## src/acrs_regs.svh

```systemverilog
// acrs_regs.svh: timing counts, field positions and reset values
// shared by both ends of the clock, reset and sync sequencer.
// assumes REF_CLK_I is the master clock of the converter end.
`ifndef ACRS_REGS_SVH
`define ACRS_REGS_SVH

// master clock rate and the core clock ceiling after the divide
`define ACRS_MCLK_HZ        20000000
`define ACRS_CORE_MAX_HZ    20000000
`define ACRS_CORE_DIV       2

// host side start-up timing, counted in master clock cycles
`define ACRS_PWR_WAIT_MCLK  8
`define ACRS_RST_LOW_MCLK   1
`define ACRS_POST_RST_MCLK  2
`define ACRS_SYNC_LOW_MCLK  4

// filter settling interval, counted in core clock cycles
`define ACRS_SETTLE_CORE    64

// status word layout
`define ACRS_STAT_SETTLE_BIT 10

// register reset values
`define ACRS_GAIN_RST       16'hA000
`define ACRS_OVR_RST        16'hCCCC
`define ACRS_STAT_RST       16'h0000

`endif

```

## src/acrs_pkg.sv

```systemverilog
// acrs_pkg: types shared by both ends of the sequencer link.
// assumes acrs_regs.svh supplies the numeric constants.
package acrs_pkg;

  // register selector carried on the link
  typedef enum logic [1:0] {
    SEL_STATUS = 2'h0,
    SEL_GAIN   = 2'h1,
    SEL_OVR    = 2'h2
  } acrs_sel_t;

  // host start-up sequence, one-hot
  typedef enum logic [5:0] {
    H_OFF  = 6'h01,
    H_CLK  = 6'h02,
    H_RST  = 6'h04,
    H_WAIT = 6'h08,
    H_SYNC = 6'h10,
    H_RUN  = 6'h20
  } acrs_hstate_t;

endpackage : acrs_pkg

```

## src/acrs_link_if.sv

```systemverilog
// acrs_link_if: clock-run, reset, sync and register access lines
// between the host controller and the converter end.
// assumes one common clock; both ends sample on its rising edge.
`timescale 1ns/100ps
interface acrs_link_if;
  logic                mclk_run; // host has started the master clock
  logic                rst_n;    // reset, active low
  logic                sync_n;   // filter sync, active low
  logic                wr;       // one-cycle register write strobe
  logic                rd;       // one-cycle register read strobe
  acrs_pkg::acrs_sel_t sel;      // register selected
  logic [15:0]         wdata;    // write data
  logic [15:0]         rdata;    // read data
  logic                rvalid;   // read answer, one cycle
  logic                settled;  // filter settled, data valid

  modport dev (
    input  mclk_run, rst_n, sync_n, wr, rd, sel, wdata,
    output rdata, rvalid, settled
  );

  modport host (
    output mclk_run, rst_n, sync_n, wr, rd, sel, wdata,
    input  rdata, rvalid, settled
  );
endinterface : acrs_link_if

```

## src/acrs_host.sv

```systemverilog
// acrs_host: controller end; starts the clock, resets, optionally
// syncs, then forwards register accesses to the converter end.
// assumes START_I is raised only once supplies are up.
//
// Function
// - core clock is master clock halved
// - core clock stays at most 20 MHz
// - power, then clock, then reset
// - reset low at least one master cycle
// - reset changes clear of sampling edges
// - one common reset for all converters
// - wait two master cycles after reset
// - sync pulse to all, rising-edge aligned
// - no sync needed: hold sync high
// - no sync during a register write
// - sync low at least four master cycles
// - reads allowed with default gain, threshold
// - data invalid until filter settling ends
// - gain, threshold access after start-up
// - reset polled on rising master edges
// - reset low keeps converter powered down
// - settled flag in status bit ten
`timescale 1ns/100ps
`include "acrs_regs.svh"
module acrs_host #(
  parameter int PWR_WAIT = `ACRS_PWR_WAIT_MCLK,
  parameter int RST_LOW  = `ACRS_RST_LOW_MCLK,
  parameter int POST_RST = `ACRS_POST_RST_MCLK,
  parameter int SYNC_LOW = `ACRS_SYNC_LOW_MCLK
) (
  input  wire logic        REF_CLK_I,
  input  wire logic        RST_I,
  acrs_link_if.host        lnk,
  input  wire logic        START_I,
  input  wire logic        SYNC_EN_I,
  input  wire logic        SYNC_REQ_I,
  input  wire logic        WR_I,
  input  wire logic        RD_I,
  input  wire logic [1:0]  SEL_I,
  input  wire logic [15:0] WDATA_I,
  output logic             READY_O,
  output logic             BUSY_O,
  output logic             SETTLED_O,
  output logic             RVALID_O,
  output logic [15:0]      RDATA_O
);

  // core rate check: divided master clock must not pass the ceiling
  localparam int CORE_HZ = `ACRS_MCLK_HZ / `ACRS_CORE_DIV;
  localparam bit CORE_OK = (CORE_HZ <= `ACRS_CORE_MAX_HZ);

  acrs_pkg::acrs_hstate_t state_r;
  acrs_pkg::acrs_hstate_t state_nxt;

  logic [15:0]         cnt_r;
  logic                cnt_done;
  logic                mclk_run_r;
  logic                rst_n_r;
  logic                sync_n_r;
  logic                wr_r;
  logic                rd_r;
  acrs_pkg::acrs_sel_t sel_r;
  logic [15:0]         wdata_r;
  logic                ready_r;
  logic                busy_r;
  logic                settled_r;
  logic                rvalid_r;
  logic [15:0]         rdata_r;
  logic                sync_go;

  // end of the current timed phase
  always_comb begin
    cnt_done = 1'b0;
    case (state_r)
      acrs_pkg::H_CLK:  cnt_done = (cnt_r == 16'(PWR_WAIT - 1));
      acrs_pkg::H_RST:  cnt_done = (cnt_r == 16'(RST_LOW - 1));
      acrs_pkg::H_WAIT: cnt_done = (cnt_r == 16'(POST_RST - 1));
      acrs_pkg::H_SYNC: cnt_done = (cnt_r == 16'(SYNC_LOW - 1));
      default:          cnt_done = 1'b0;
    endcase
  end

  // a resync is started only when no write is taken or in flight
  assign sync_go = SYNC_REQ_I & SYNC_EN_I & ~WR_I & ~wr_r;

  // start-up sequence
  always_comb begin
    state_nxt = state_r;
    case (state_r)
      acrs_pkg::H_OFF: begin
        if (START_I && CORE_OK) begin
          state_nxt = acrs_pkg::H_CLK;
        end
      end
      acrs_pkg::H_CLK: begin
        if (cnt_done) begin
          state_nxt = acrs_pkg::H_RST;
        end
      end
      acrs_pkg::H_RST: begin
        if (cnt_done) begin
          state_nxt = acrs_pkg::H_WAIT;
        end
      end
      acrs_pkg::H_WAIT: begin
        if (cnt_done) begin
          state_nxt = SYNC_EN_I ? acrs_pkg::H_SYNC : acrs_pkg::H_RUN;
        end
      end
      acrs_pkg::H_SYNC: begin
        if (cnt_done) begin
          state_nxt = acrs_pkg::H_RUN;
        end
      end
      acrs_pkg::H_RUN: begin
        if (sync_go) begin
          state_nxt = acrs_pkg::H_SYNC;
        end
      end
      default: state_nxt = acrs_pkg::H_OFF;
    endcase
  end

  always_ff @(posedge REF_CLK_I or posedge RST_I) begin
    if (RST_I) begin
      state_r <= acrs_pkg::H_OFF;
    end else begin
      state_r <= state_nxt;
    end
  end

  // phase counter restarts on every state change
  always_ff @(posedge REF_CLK_I or posedge RST_I) begin
    if (RST_I) begin
      cnt_r <= 16'h0000;
    end else if (state_nxt != state_r) begin
      cnt_r <= 16'h0000;
    end else begin
      cnt_r <= cnt_r + 16'h0001;
    end
  end

  // clock runs from the clock phase on; power is assumed already up
  always_ff @(posedge REF_CLK_I or posedge RST_I) begin
    if (RST_I) begin
      mclk_run_r <= 1'b0;
    end else begin
      mclk_run_r <= (state_nxt != acrs_pkg::H_OFF);
    end
  end

  // one reset line; it fans out to every converter on the board
  always_ff @(posedge REF_CLK_I or posedge RST_I) begin
    if (RST_I) begin
      rst_n_r <= 1'b1;
    end else begin
      rst_n_r <= (state_nxt != acrs_pkg::H_RST);
    end
  end

  // sync low only in the sync phase; held high when not wanted
  always_ff @(posedge REF_CLK_I or posedge RST_I) begin
    if (RST_I) begin
      sync_n_r <= 1'b1;
    end else begin
      sync_n_r <= (state_nxt != acrs_pkg::H_SYNC);
    end
  end

  // accesses pass only in run; a read in the cycle a sync is scheduled still passes
  always_ff @(posedge REF_CLK_I or posedge RST_I) begin
    if (RST_I) begin
      wr_r    <= 1'b0;
      rd_r    <= 1'b0;
      sel_r   <= acrs_pkg::SEL_STATUS;
      wdata_r <= 16'h0000;
    end else begin
      wr_r <= WR_I & (state_r == acrs_pkg::H_RUN);
      rd_r <= RD_I & ~WR_I & (state_r == acrs_pkg::H_RUN);
      if ((WR_I || RD_I) && state_r == acrs_pkg::H_RUN) begin
        sel_r   <= acrs_pkg::acrs_sel_t'(SEL_I);
        wdata_r <= WDATA_I;
      end
    end
  end

  // status towards the user
  always_ff @(posedge REF_CLK_I or posedge RST_I) begin
    if (RST_I) begin
      ready_r   <= 1'b0;
      busy_r    <= 1'b1;
      settled_r <= 1'b0;
    end else begin
      ready_r   <= (state_nxt == acrs_pkg::H_RUN);
      busy_r    <= (state_nxt != acrs_pkg::H_RUN);
      settled_r <= lnk.settled;
    end
  end

  // read answers are caught and presented one cycle later
  always_ff @(posedge REF_CLK_I or posedge RST_I) begin
    if (RST_I) begin
      rvalid_r <= 1'b0;
      rdata_r  <= 16'h0000;
    end else begin
      rvalid_r <= lnk.rvalid;
      if (lnk.rvalid) begin
        rdata_r <= lnk.rdata;
      end
    end
  end

  // all link lines change just after a rising edge, far from the
  // next one; a true falling-edge launch would need a second clock
  assign lnk.mclk_run = mclk_run_r;
  assign lnk.rst_n    = rst_n_r;
  assign lnk.sync_n   = sync_n_r;
  assign lnk.wr       = wr_r;
  assign lnk.rd       = rd_r;
  assign lnk.sel      = sel_r;
  assign lnk.wdata    = wdata_r;

  assign READY_O   = ready_r;
  assign BUSY_O    = busy_r;
  assign SETTLED_O = settled_r;
  assign RVALID_O  = rvalid_r;
  assign RDATA_O   = rdata_r;

endmodule : acrs_host

```

## src/flat_wrapper.sv

```systemverilog
// flat-port wrapper written by rule: the top's interface ports become plain ports
module acrs_host_flat 
#(
  parameter int PWR_WAIT = `ACRS_PWR_WAIT_MCLK,
  parameter int RST_LOW  = `ACRS_RST_LOW_MCLK,
  parameter int POST_RST = `ACRS_POST_RST_MCLK,
  parameter int SYNC_LOW = `ACRS_SYNC_LOW_MCLK
)
  (REF_CLK_I, RST_I, START_I, SYNC_EN_I, SYNC_REQ_I, WR_I, RD_I, SEL_I, WDATA_I, READY_O, BUSY_O, SETTLED_O, RVALID_O, RDATA_O, lnk_mclk_run, lnk_rst_n, lnk_sync_n, lnk_wr, lnk_rd, lnk_sel, lnk_wdata, lnk_rdata, lnk_rvalid, lnk_settled);
  acrs_link_if lnk_i ();
  input  wire logic REF_CLK_I;
  input  wire logic RST_I;
  input  wire logic START_I;
  input  wire logic SYNC_EN_I;
  input  wire logic SYNC_REQ_I;
  input  wire logic WR_I;
  input  wire logic RD_I;
  input  wire logic [1:0] SEL_I;
  input  wire logic [15:0] WDATA_I;
  output logic READY_O;
  output logic BUSY_O;
  output logic SETTLED_O;
  output logic RVALID_O;
  output logic [15:0] RDATA_O;
  output wire logic [$bits(lnk_i.mclk_run)-1:0] lnk_mclk_run;
  output wire logic [$bits(lnk_i.rst_n)-1:0] lnk_rst_n;
  output wire logic [$bits(lnk_i.sync_n)-1:0] lnk_sync_n;
  output wire logic [$bits(lnk_i.wr)-1:0] lnk_wr;
  output wire logic [$bits(lnk_i.rd)-1:0] lnk_rd;
  output wire logic [$bits(lnk_i.sel)-1:0] lnk_sel;
  output wire logic [$bits(lnk_i.wdata)-1:0] lnk_wdata;
  input wire logic [$bits(lnk_i.rdata)-1:0] lnk_rdata;
  input wire logic [$bits(lnk_i.rvalid)-1:0] lnk_rvalid;
  input wire logic [$bits(lnk_i.settled)-1:0] lnk_settled;
  assign lnk_mclk_run = lnk_i.mclk_run;
  assign lnk_rst_n = lnk_i.rst_n;
  assign lnk_sync_n = lnk_i.sync_n;
  assign lnk_wr = lnk_i.wr;
  assign lnk_rd = lnk_i.rd;
  assign lnk_sel = lnk_i.sel;
  assign lnk_wdata = lnk_i.wdata;
  assign lnk_i.rdata = lnk_rdata;
  assign lnk_i.rvalid = lnk_rvalid;
  assign lnk_i.settled = lnk_settled;
  acrs_host #(.PWR_WAIT(PWR_WAIT), .RST_LOW(RST_LOW), .POST_RST(POST_RST), .SYNC_LOW(SYNC_LOW)) u_core (.REF_CLK_I(REF_CLK_I), .RST_I(RST_I), .lnk(lnk_i), .START_I(START_I), .SYNC_EN_I(SYNC_EN_I), .SYNC_REQ_I(SYNC_REQ_I), .WR_I(WR_I), .RD_I(RD_I), .SEL_I(SEL_I), .WDATA_I(WDATA_I), .READY_O(READY_O), .BUSY_O(BUSY_O), .SETTLED_O(SETTLED_O), .RVALID_O(RVALID_O), .RDATA_O(RDATA_O));
endmodule
```

## config.mk

```make
export PLATFORM = sky130hd
export DESIGN_NAME = acrs_host_flat
export DESIGN_NICKNAME = d
export VERILOG_FILES = /design/src/acrs_pkg.sv /design/src/acrs_link_if.sv /design/src/acrs_host.sv /design/src/flat_wrapper.sv
export VERILOG_INCLUDE_DIRS = /design/src
export SDC_FILE = /design/constraint.sdc
export NUM_CORES = 1
export LEC_CHECK = 0
export BUFFER_PORTS_ARGS = -buffer_cell sky130_fd_sc_hd__buf_2
export CORE_AREA = 5 5 85 87
export CTS_CLUSTER_DIAMETER = 120
export DETAILED_ROUTE_END_ITERATION = 10
export DIE_AREA = 0 0 90 92
export PLACE_DENSITY = 0.8
export SLEW_MARGIN = 20
export SYNTH_ARGS = -nofsm -noshare
export SYNTH_HDL_FRONTEND = slang
export SYNTH_SLANG_ARGS = --single-unit
```

## constraint.sdc

```tcl
create_clock -name REF_CLK_I -period 2.9 [get_ports REF_CLK_I]
set_input_delay 0.145 -clock REF_CLK_I [delete_from_list [all_inputs] [get_ports REF_CLK_I]]
set_output_delay 0.145 -clock REF_CLK_I [all_outputs]
set_load 0.005 [all_outputs]
```

# [Yosys cells after proc, flatten, opt, wreduce, memory -nomap -nowiden]
# Cells that the tools add are included.
[op_classes] addsub=1 eq_ne=15 mux=10 n_bitwise=8 reduce_logical=3
[ops] cell="2-to-1 mux 6 bit" count=7
[ops] cell="one-hot mux 6 bit (6 select lines)" count=1
[ops] cell="adder 16 x 1 -> 16 bit, second input constant" count=1
[ops] cell="== test 16 x 1 -> 1 bit, second input constant" count=1
[ops] cell="== test 16 x 2 -> 1 bit, second input constant" count=1
[ops] cell="== test 16 x 3 -> 1 bit, second input constant" count=1
[ops] cell="zero test 16 bit" count=1
[ops] cell="2-to-1 mux 16 bit" count=1
[ops] cell="== test 6 bit, second input constant" count=2
[ops] cell="AND 1 bit" count=6
[ops] cell="== test 6 x 1 -> 1 bit, second input constant" count=1
[ops] cell="== test 6 x 2 -> 1 bit, second input constant" count=1
[ops] cell="== test 6 x 3 -> 1 bit, second input constant" count=1
[ops] cell="== test 6 x 4 -> 1 bit, second input constant" count=1
[ops] cell="== test 6 x 5 -> 1 bit, second input constant" count=1
[ops] cell="inequality test 6 x 1 -> 1 bit, second input constant" count=1
[ops] cell="inequality test 6 x 3 -> 1 bit, second input constant" count=1
[ops] cell="inequality test 6 x 5 -> 1 bit, second input constant" count=1
[ops] cell="inequality test 6 bit" count=1
[ops] cell="inequality test 6 bit, second input constant" count=1
[ops] cell="one-hot mux 1 bit (4 select lines)" count=1
[ops] cell="inverter 1 bit" count=2
[ops] cell="logical AND 1 bit" count=1
[ops] cell="logical OR 1 bit" count=1
[totals] ff_bits=65 in_bits=43 output_inout_bits=43 word_cells=51

# [Logic depth before layout (Yosys ltp)]
[logic_depth] word_depth=7 depth_mapped=7

# [Worst setup path after synthesis]
# OpenSTA, ideal clock, no wires.
[synth_path] path_kind="reg-to-reg" startpoint="reg u_core.state_r[0]" endpoint="reg u_core.state_r[3]" setup_ns=0.126 arrival_ns=2.079 slack_ns=0.695 path_stages_with_launch=7 cell_sequence="dfstp_2 > buf_6 > or4_4 > or4b_4 > a21oi_4 > nor2_2 > o32a_1"
[synth_between] elab_chain_len=4 elab_cells_between_ends=12
[synth_lines] element="from (decl)" line="acrs_host.sv:52" text="acrs_pkg::acrs_hstate_t state_r;"
[synth_lines] element="from (signal assigned)" line="acrs_host.sv:126" text="state_r <= acrs_pkg::H_OFF;"
[synth_lines] element="from (signal assigned)" line="acrs_host.sv:128" text="state_r <= state_nxt;"
[synth_lines] element="== test 6 x 5 -> 1 bit (tied with other cells)" line="acrs_host.sv:74, acrs_host.sv:89"
[synth_lines] element="one-hot mux 1 bit (4 select lines)" line="acrs_host.sv:74" text="case (state_r)"
[synth_lines] element="2-to-1 mux 6 bit, on equally long branches"
[synth_lines] element="one-hot mux 6 bit (6 select lines) *" line="acrs_host.sv:89" text="case (state_r)"
[synth_lines] element="via u_core.state_nxt[3]" line="acrs_host.sv:53" text="acrs_pkg::acrs_hstate_t state_nxt;"
# Mark *: on every way through the listed nets, which the timed path passes. The rest lies on a longest branch.
# A chain may end at the register's enable or synchronous reset.

# [Worst setup path in the final report]
[layout_path] startpoint="reg u_core.state_r[1]" endpoint="reg u_core.state_r[3]"
# The elaborated chain is that of the path after synthesis.

==> reports/results.txt <==
The flow ran to the end, and the final reports show no timing, DRC or antenna violations. All-layer global routing usage: 15.86%. The clock reaches the later pin of the worst-skew pair after 330 ps. The count of nets left with antenna violations once routing finished came out at 0. The worst pin sits at a relative slew slack of 58.37%.

The average instance area after synthesis came out at 11.98 um^2. The worst setup path is of the reg -> reg kind. The boundary pin count was 86; the number of remaining DRC errors was 0. In the final timing run, aggregate negative setup slack is 0 ps.

The tools report the count of final hold-check violations as 0. The cell area after layout is 0.003686 mm^2, and the number of instances in the synthesized netlist is 244. Dividing the final minimum period by the clock period gives 86.39%. After detailed routing, the total wire length is 6569 um. Including well taps, the total number of placed cells is 399.

The smallest setup slack after layout was 394.6 ps. The endpoint kind of the worst setup timing path was a flop. The most critical setup path has its startpoint at u_core.state_r[1]$_DFF_PP0_.

The post-cts gate resize count is 0, and the area growth from synthesis to final layout is 26.06%. The run gives 422.6 ps as the setup slack after placement. After synthesis, the cell types taking the most area are sky130_fd_sc_hd__dfrtp_1, sky130_fd_sc_hd__mux2_2, sky130_fd_sc_hd__dfstp_2, sky130_fd_sc_hd__nor2_1, sky130_fd_sc_hd__xor2_1. Share of synthesized flip-flops with an asynchronous set or reset: 100.0%. For the finished layout, the period the worst path requires is 2505 ps. The data arrival time of the critical path came out at 2730 ps. The final setup violation count is 0, and the depth of the worst register-to-register path is 5. The tools report the leakage power total as 1.739 nW. After synthesis the cells add up to 0.002924 mm^2. Sequential elements use 55.80% of the synthesized area. The internal portion of the total power is 1.751 mW. In this run the horizontal extent of the chip is 90 um. Synthesis produced a netlist with a net count of 289. The worst setup slack for register-to-register paths was 390 ps.

Clock skew on the completed layout was measured at 6.273 ps. The run gives 4709 um as the half-perimeter wire length of the detailed placement result. The cell type with the highest aggregate area in the netlist is sky130_fd_sc_hd__dfrtp_1. The final layout contains 380 nets.

The post-route netlist has 44.12% of its cells at a drive strength greater than 1. Port buffering added 85 buffers. Net switching is 27.45% of the power. The most frequently used flop master after synthesis is sky130_fd_sc_hd__dfrtp_1. The vias per cell is 5.237, and the floorplan die height is 92 um. In the synthesized netlist, the cells that appear most often are sky130_fd_sc_hd__dfrtp_1, sky130_fd_sc_hd__mux2_2, sky130_fd_sc_hd__nor2_1.

For this design, the sink count on the clock tree is 65. The run gives 9 as the number of buffers inserted during clock tree synthesis. Buffer cell driving the clock tree root: sky130_fd_sc_hd__clkbuf_8.

Synthesis-stage register bit count: 65. Fraction of synthesized cell area taken by the top area cell type: 52.20%. The layout has 529 filler cells. The tools report the launch point of the worst reg-to-reg path as u_core.state_r[1]$_DFF_PP0_. The run gives 0.6623 mW as the net switching component of the power. In this run, the number of DRC markers left after iteration 0 of detailed routing was 82. The tools report the required time at the endpoint of the critical path as 3120 ps. After synthesis, the netlist uses 46 different library cells. The worst setup path is launched from a flop.

In this run, the clock network consumes 38.6% of the power. The total inserted antenna cells is 0. The critical path ends at u_core.state_r[3]$_DFF_PP0_. The most instantiated library cell after synthesis was sky130_fd_sc_hd__dfrtp_1.

In this run the standard cell core region covers 0.006277 mm^2. After clock tree synthesis, the setup repair step added 0 buffers. The number of pins with negative max-slew slack in the final report is 0, and the via count of the first global-routing pass is 2,221. The share of total power dissipated in combinational logic is 17.1%. The clock passes through at most 2 buffers.

Hold repair after CTS inserted 2 buffers. After detailed routing, the average wire length per cell comes to 15.75 um. The H-tree generated during clock tree synthesis spans 3 levels. The power density over cell area is 654.6 mW/mm^2.

The number of enable-type register cells in the synthesized netlist works out to 0. Highest net fanout along the worst path: 15. Setup repair after global routing left no endpoint under its margin. Class of the most critical hold timing path: in -> reg. The number of antenna violations at the first check in global routing came out at 0.

The logs give 46.58% for the initial core utilization and 4 for the number of search-and-repair iterations in the first detailed-routing pass. In this run the cell area measured after placement is 0.003423 mm^2. The clock-pin transition on the worst setup and hold timing paths came out at 70 ps. For the pin with the worst max-slew slack, the measured transition is 618.7 ps.

The Yosys step of the flow raised 0 warnings. TritonCTS built the clock tree. In this run the core area contains 29 standard-cell rows. End of the worst register-to-register path: u_core.state_r[3]$_DFF_PP0_. The full die area was 0.008280 mm^2; the sequential fraction of design power was 44.3%. The total overflow left after global routing is 0.

The number of standard cells in the layout, taps in and fillers out was 417. The tools report the max-capacitance violation count as 0. The logs give 42 for the largest net degree at the start of global routing and 0.8280 for the last weighted congestion value of the routability-driven placer. The routed layout has 2,184 vias. For the peak supply drop, the log shows 0.4941 mV. Fmax: 399.1 MHz. Summing internal, switching and leakage power gives 2.413 mW. The first global-routing pass estimated 10,720 um of wire.
## metal layers
layer / share of wire (%) / wire length, um / up-vias / GRT usage, %
met1: 39 / 2568 / 1066 / 17.99
met4: 2.1 / 138 / 0 / 6.328
li1: - / - / 1048 / -
met5: 0 / 0 / - / 0
met3: 4.1 / 269 / 13 / 4.255
met2: 55 / 3593 / 57 / 28.35
## placed cells by master, fill, tap and decap left out, types with 2 or more instances in the layout
cell                            Yosys  final
sky130_fd_sc_hd__dfstp_2            4      4
sky130_fd_sc_hd__mux2_2            34     34
sky130_fd_sc_hd__nand4_1            4      4
sky130_fd_sc_hd__o32a_1             2      2
sky130_fd_sc_hd__nand2b_1           2      2
sky130_fd_sc_hd__nor2b_1            3      3
sky130_fd_sc_hd__dlygate4sd3_1      0      2
sky130_fd_sc_hd__and3_1             3      3
sky130_fd_sc_hd__o21ai_0            4      4
sky130_fd_sc_hd__clkbuf_8           0      9
sky130_fd_sc_hd__and3b_1            3      3
sky130_fd_sc_hd__inv_1              8      7
sky130_fd_sc_hd__nor4_1             6      6
sky130_fd_sc_hd__o211ai_1           2      2
sky130_fd_sc_hd__xor2_1            10     10
sky130_fd_sc_hd__ha_1               2      2
sky130_fd_sc_hd__buf_2              3     85
sky130_fd_sc_hd__nand2_1            7      7
sky130_fd_sc_hd__bufinv_16          0      3
sky130_fd_sc_hd__nand3b_1           2      2
sky130_fd_sc_hd__nor2_2             2      2
sky130_fd_sc_hd__nor3b_1            3      3
sky130_fd_sc_hd__o21a_1             3      3
sky130_fd_sc_hd__nor2_1            25     25
sky130_fd_sc_hd__xnor2_1            6      6
sky130_fd_sc_hd__and2_1             2      2
sky130_fd_sc_hd__nor3_1             9      9
sky130_fd_sc_hd__o221ai_1           2      2
sky130_fd_sc_hd__o32ai_1            2      2
sky130_fd_sc_hd__nand3_1            4      4
sky130_fd_sc_hd__dfrtp_1           61     61
sky130_fd_sc_hd__buf_4              0      4
sky130_fd_sc_hd__a21oi_1            4      4
## state kept, by name (all words and copies together), names as in the netlist, 2 cells and up
name              count
u_core.state_r        6
u_core.cnt_r         16
u_core.lnk.wdata     16
u_core.RDATA_O       16
u_core.lnk.sel        2
## power by group through the flow
stage	sequential (mW)	clock, mW	combinational [mW]
after global placement	1.08	0	0.401
after CTS	1.07	0.950	0.419
after floorplan	1.05	0	0.315
after detailed placement	1.09	0	0.415
final	1.07	0.932	0.412
after global routing	1.08	0.996	0.458
## worst min-delay path by stage
stage	startpoint	end	depth (start not counted)
after global placement	RST_I	u_core.RDATA_O[6]$_DFFE_PP0P_	2
after CTS	WR_I	u_core.lnk.rd$_DFF_PP0_	2
after global routing	WR_I	u_core.lnk.rd$_DFF_PP0_	2
final	WR_I	u_core.lnk.rd$_DFF_PP0_	2
after detailed placement	RST_I	u_core.RDATA_O[9]$_DFFE_PP0P_	2
after floorplan	lnk_rvalid	u_core.RVALID_O$_DFF_PP0_	0
## worst max-delay path, stage by stage (launching register included)
cell                      delay, ps
sky130_fd_sc_hd__dfrtp_1        540
sky130_fd_sc_hd__or4_4          620
sky130_fd_sc_hd__or4b_4         560
sky130_fd_sc_hd__a21oi_4        310
sky130_fd_sc_hd__nor2_2          80
sky130_fd_sc_hd__o32a_1         290
## cell families after synthesis
kind of cell	count (synthesis)	synth area share (%)
DFF	65	55.80
muxes	34	13.09
adders and majority gates	2	0.8557
xor gates and xnor gates	16	4.792
and+or+nand+nor	81	15.19
buffers and inverters	19	2.824
AOI/OAI and AO/OA	27	7.446
## cell type report
| type | count | area, um^2 | share of cell area [%] |
|---|---|---|---|
| sequential | 65 | 1632 | 44.26 |
| tap | 77 | 96.34 | 2.614 |
| clock inverter | 6 | 115.1 | 3.123 |
| clock buffer | 10 | 127.6 | 3.462 |
| inverter | 8 | 30.03 | 0.8147 |
| timing repair buffer | 91 | 475.5 | 12.90 |
| multi-input combinational | 160 | 1210 | 32.82 |
## metrics by stage
stage	util (%)	hold slack (ps)
detailed placement	54.53	217.6
global route	58.72	0.5077
global placement	54.53	205.1
finish	58.72	21.88
floorplan	-	176.4
CTS	58.72	10.44
(Power assumes the default switching activity.)
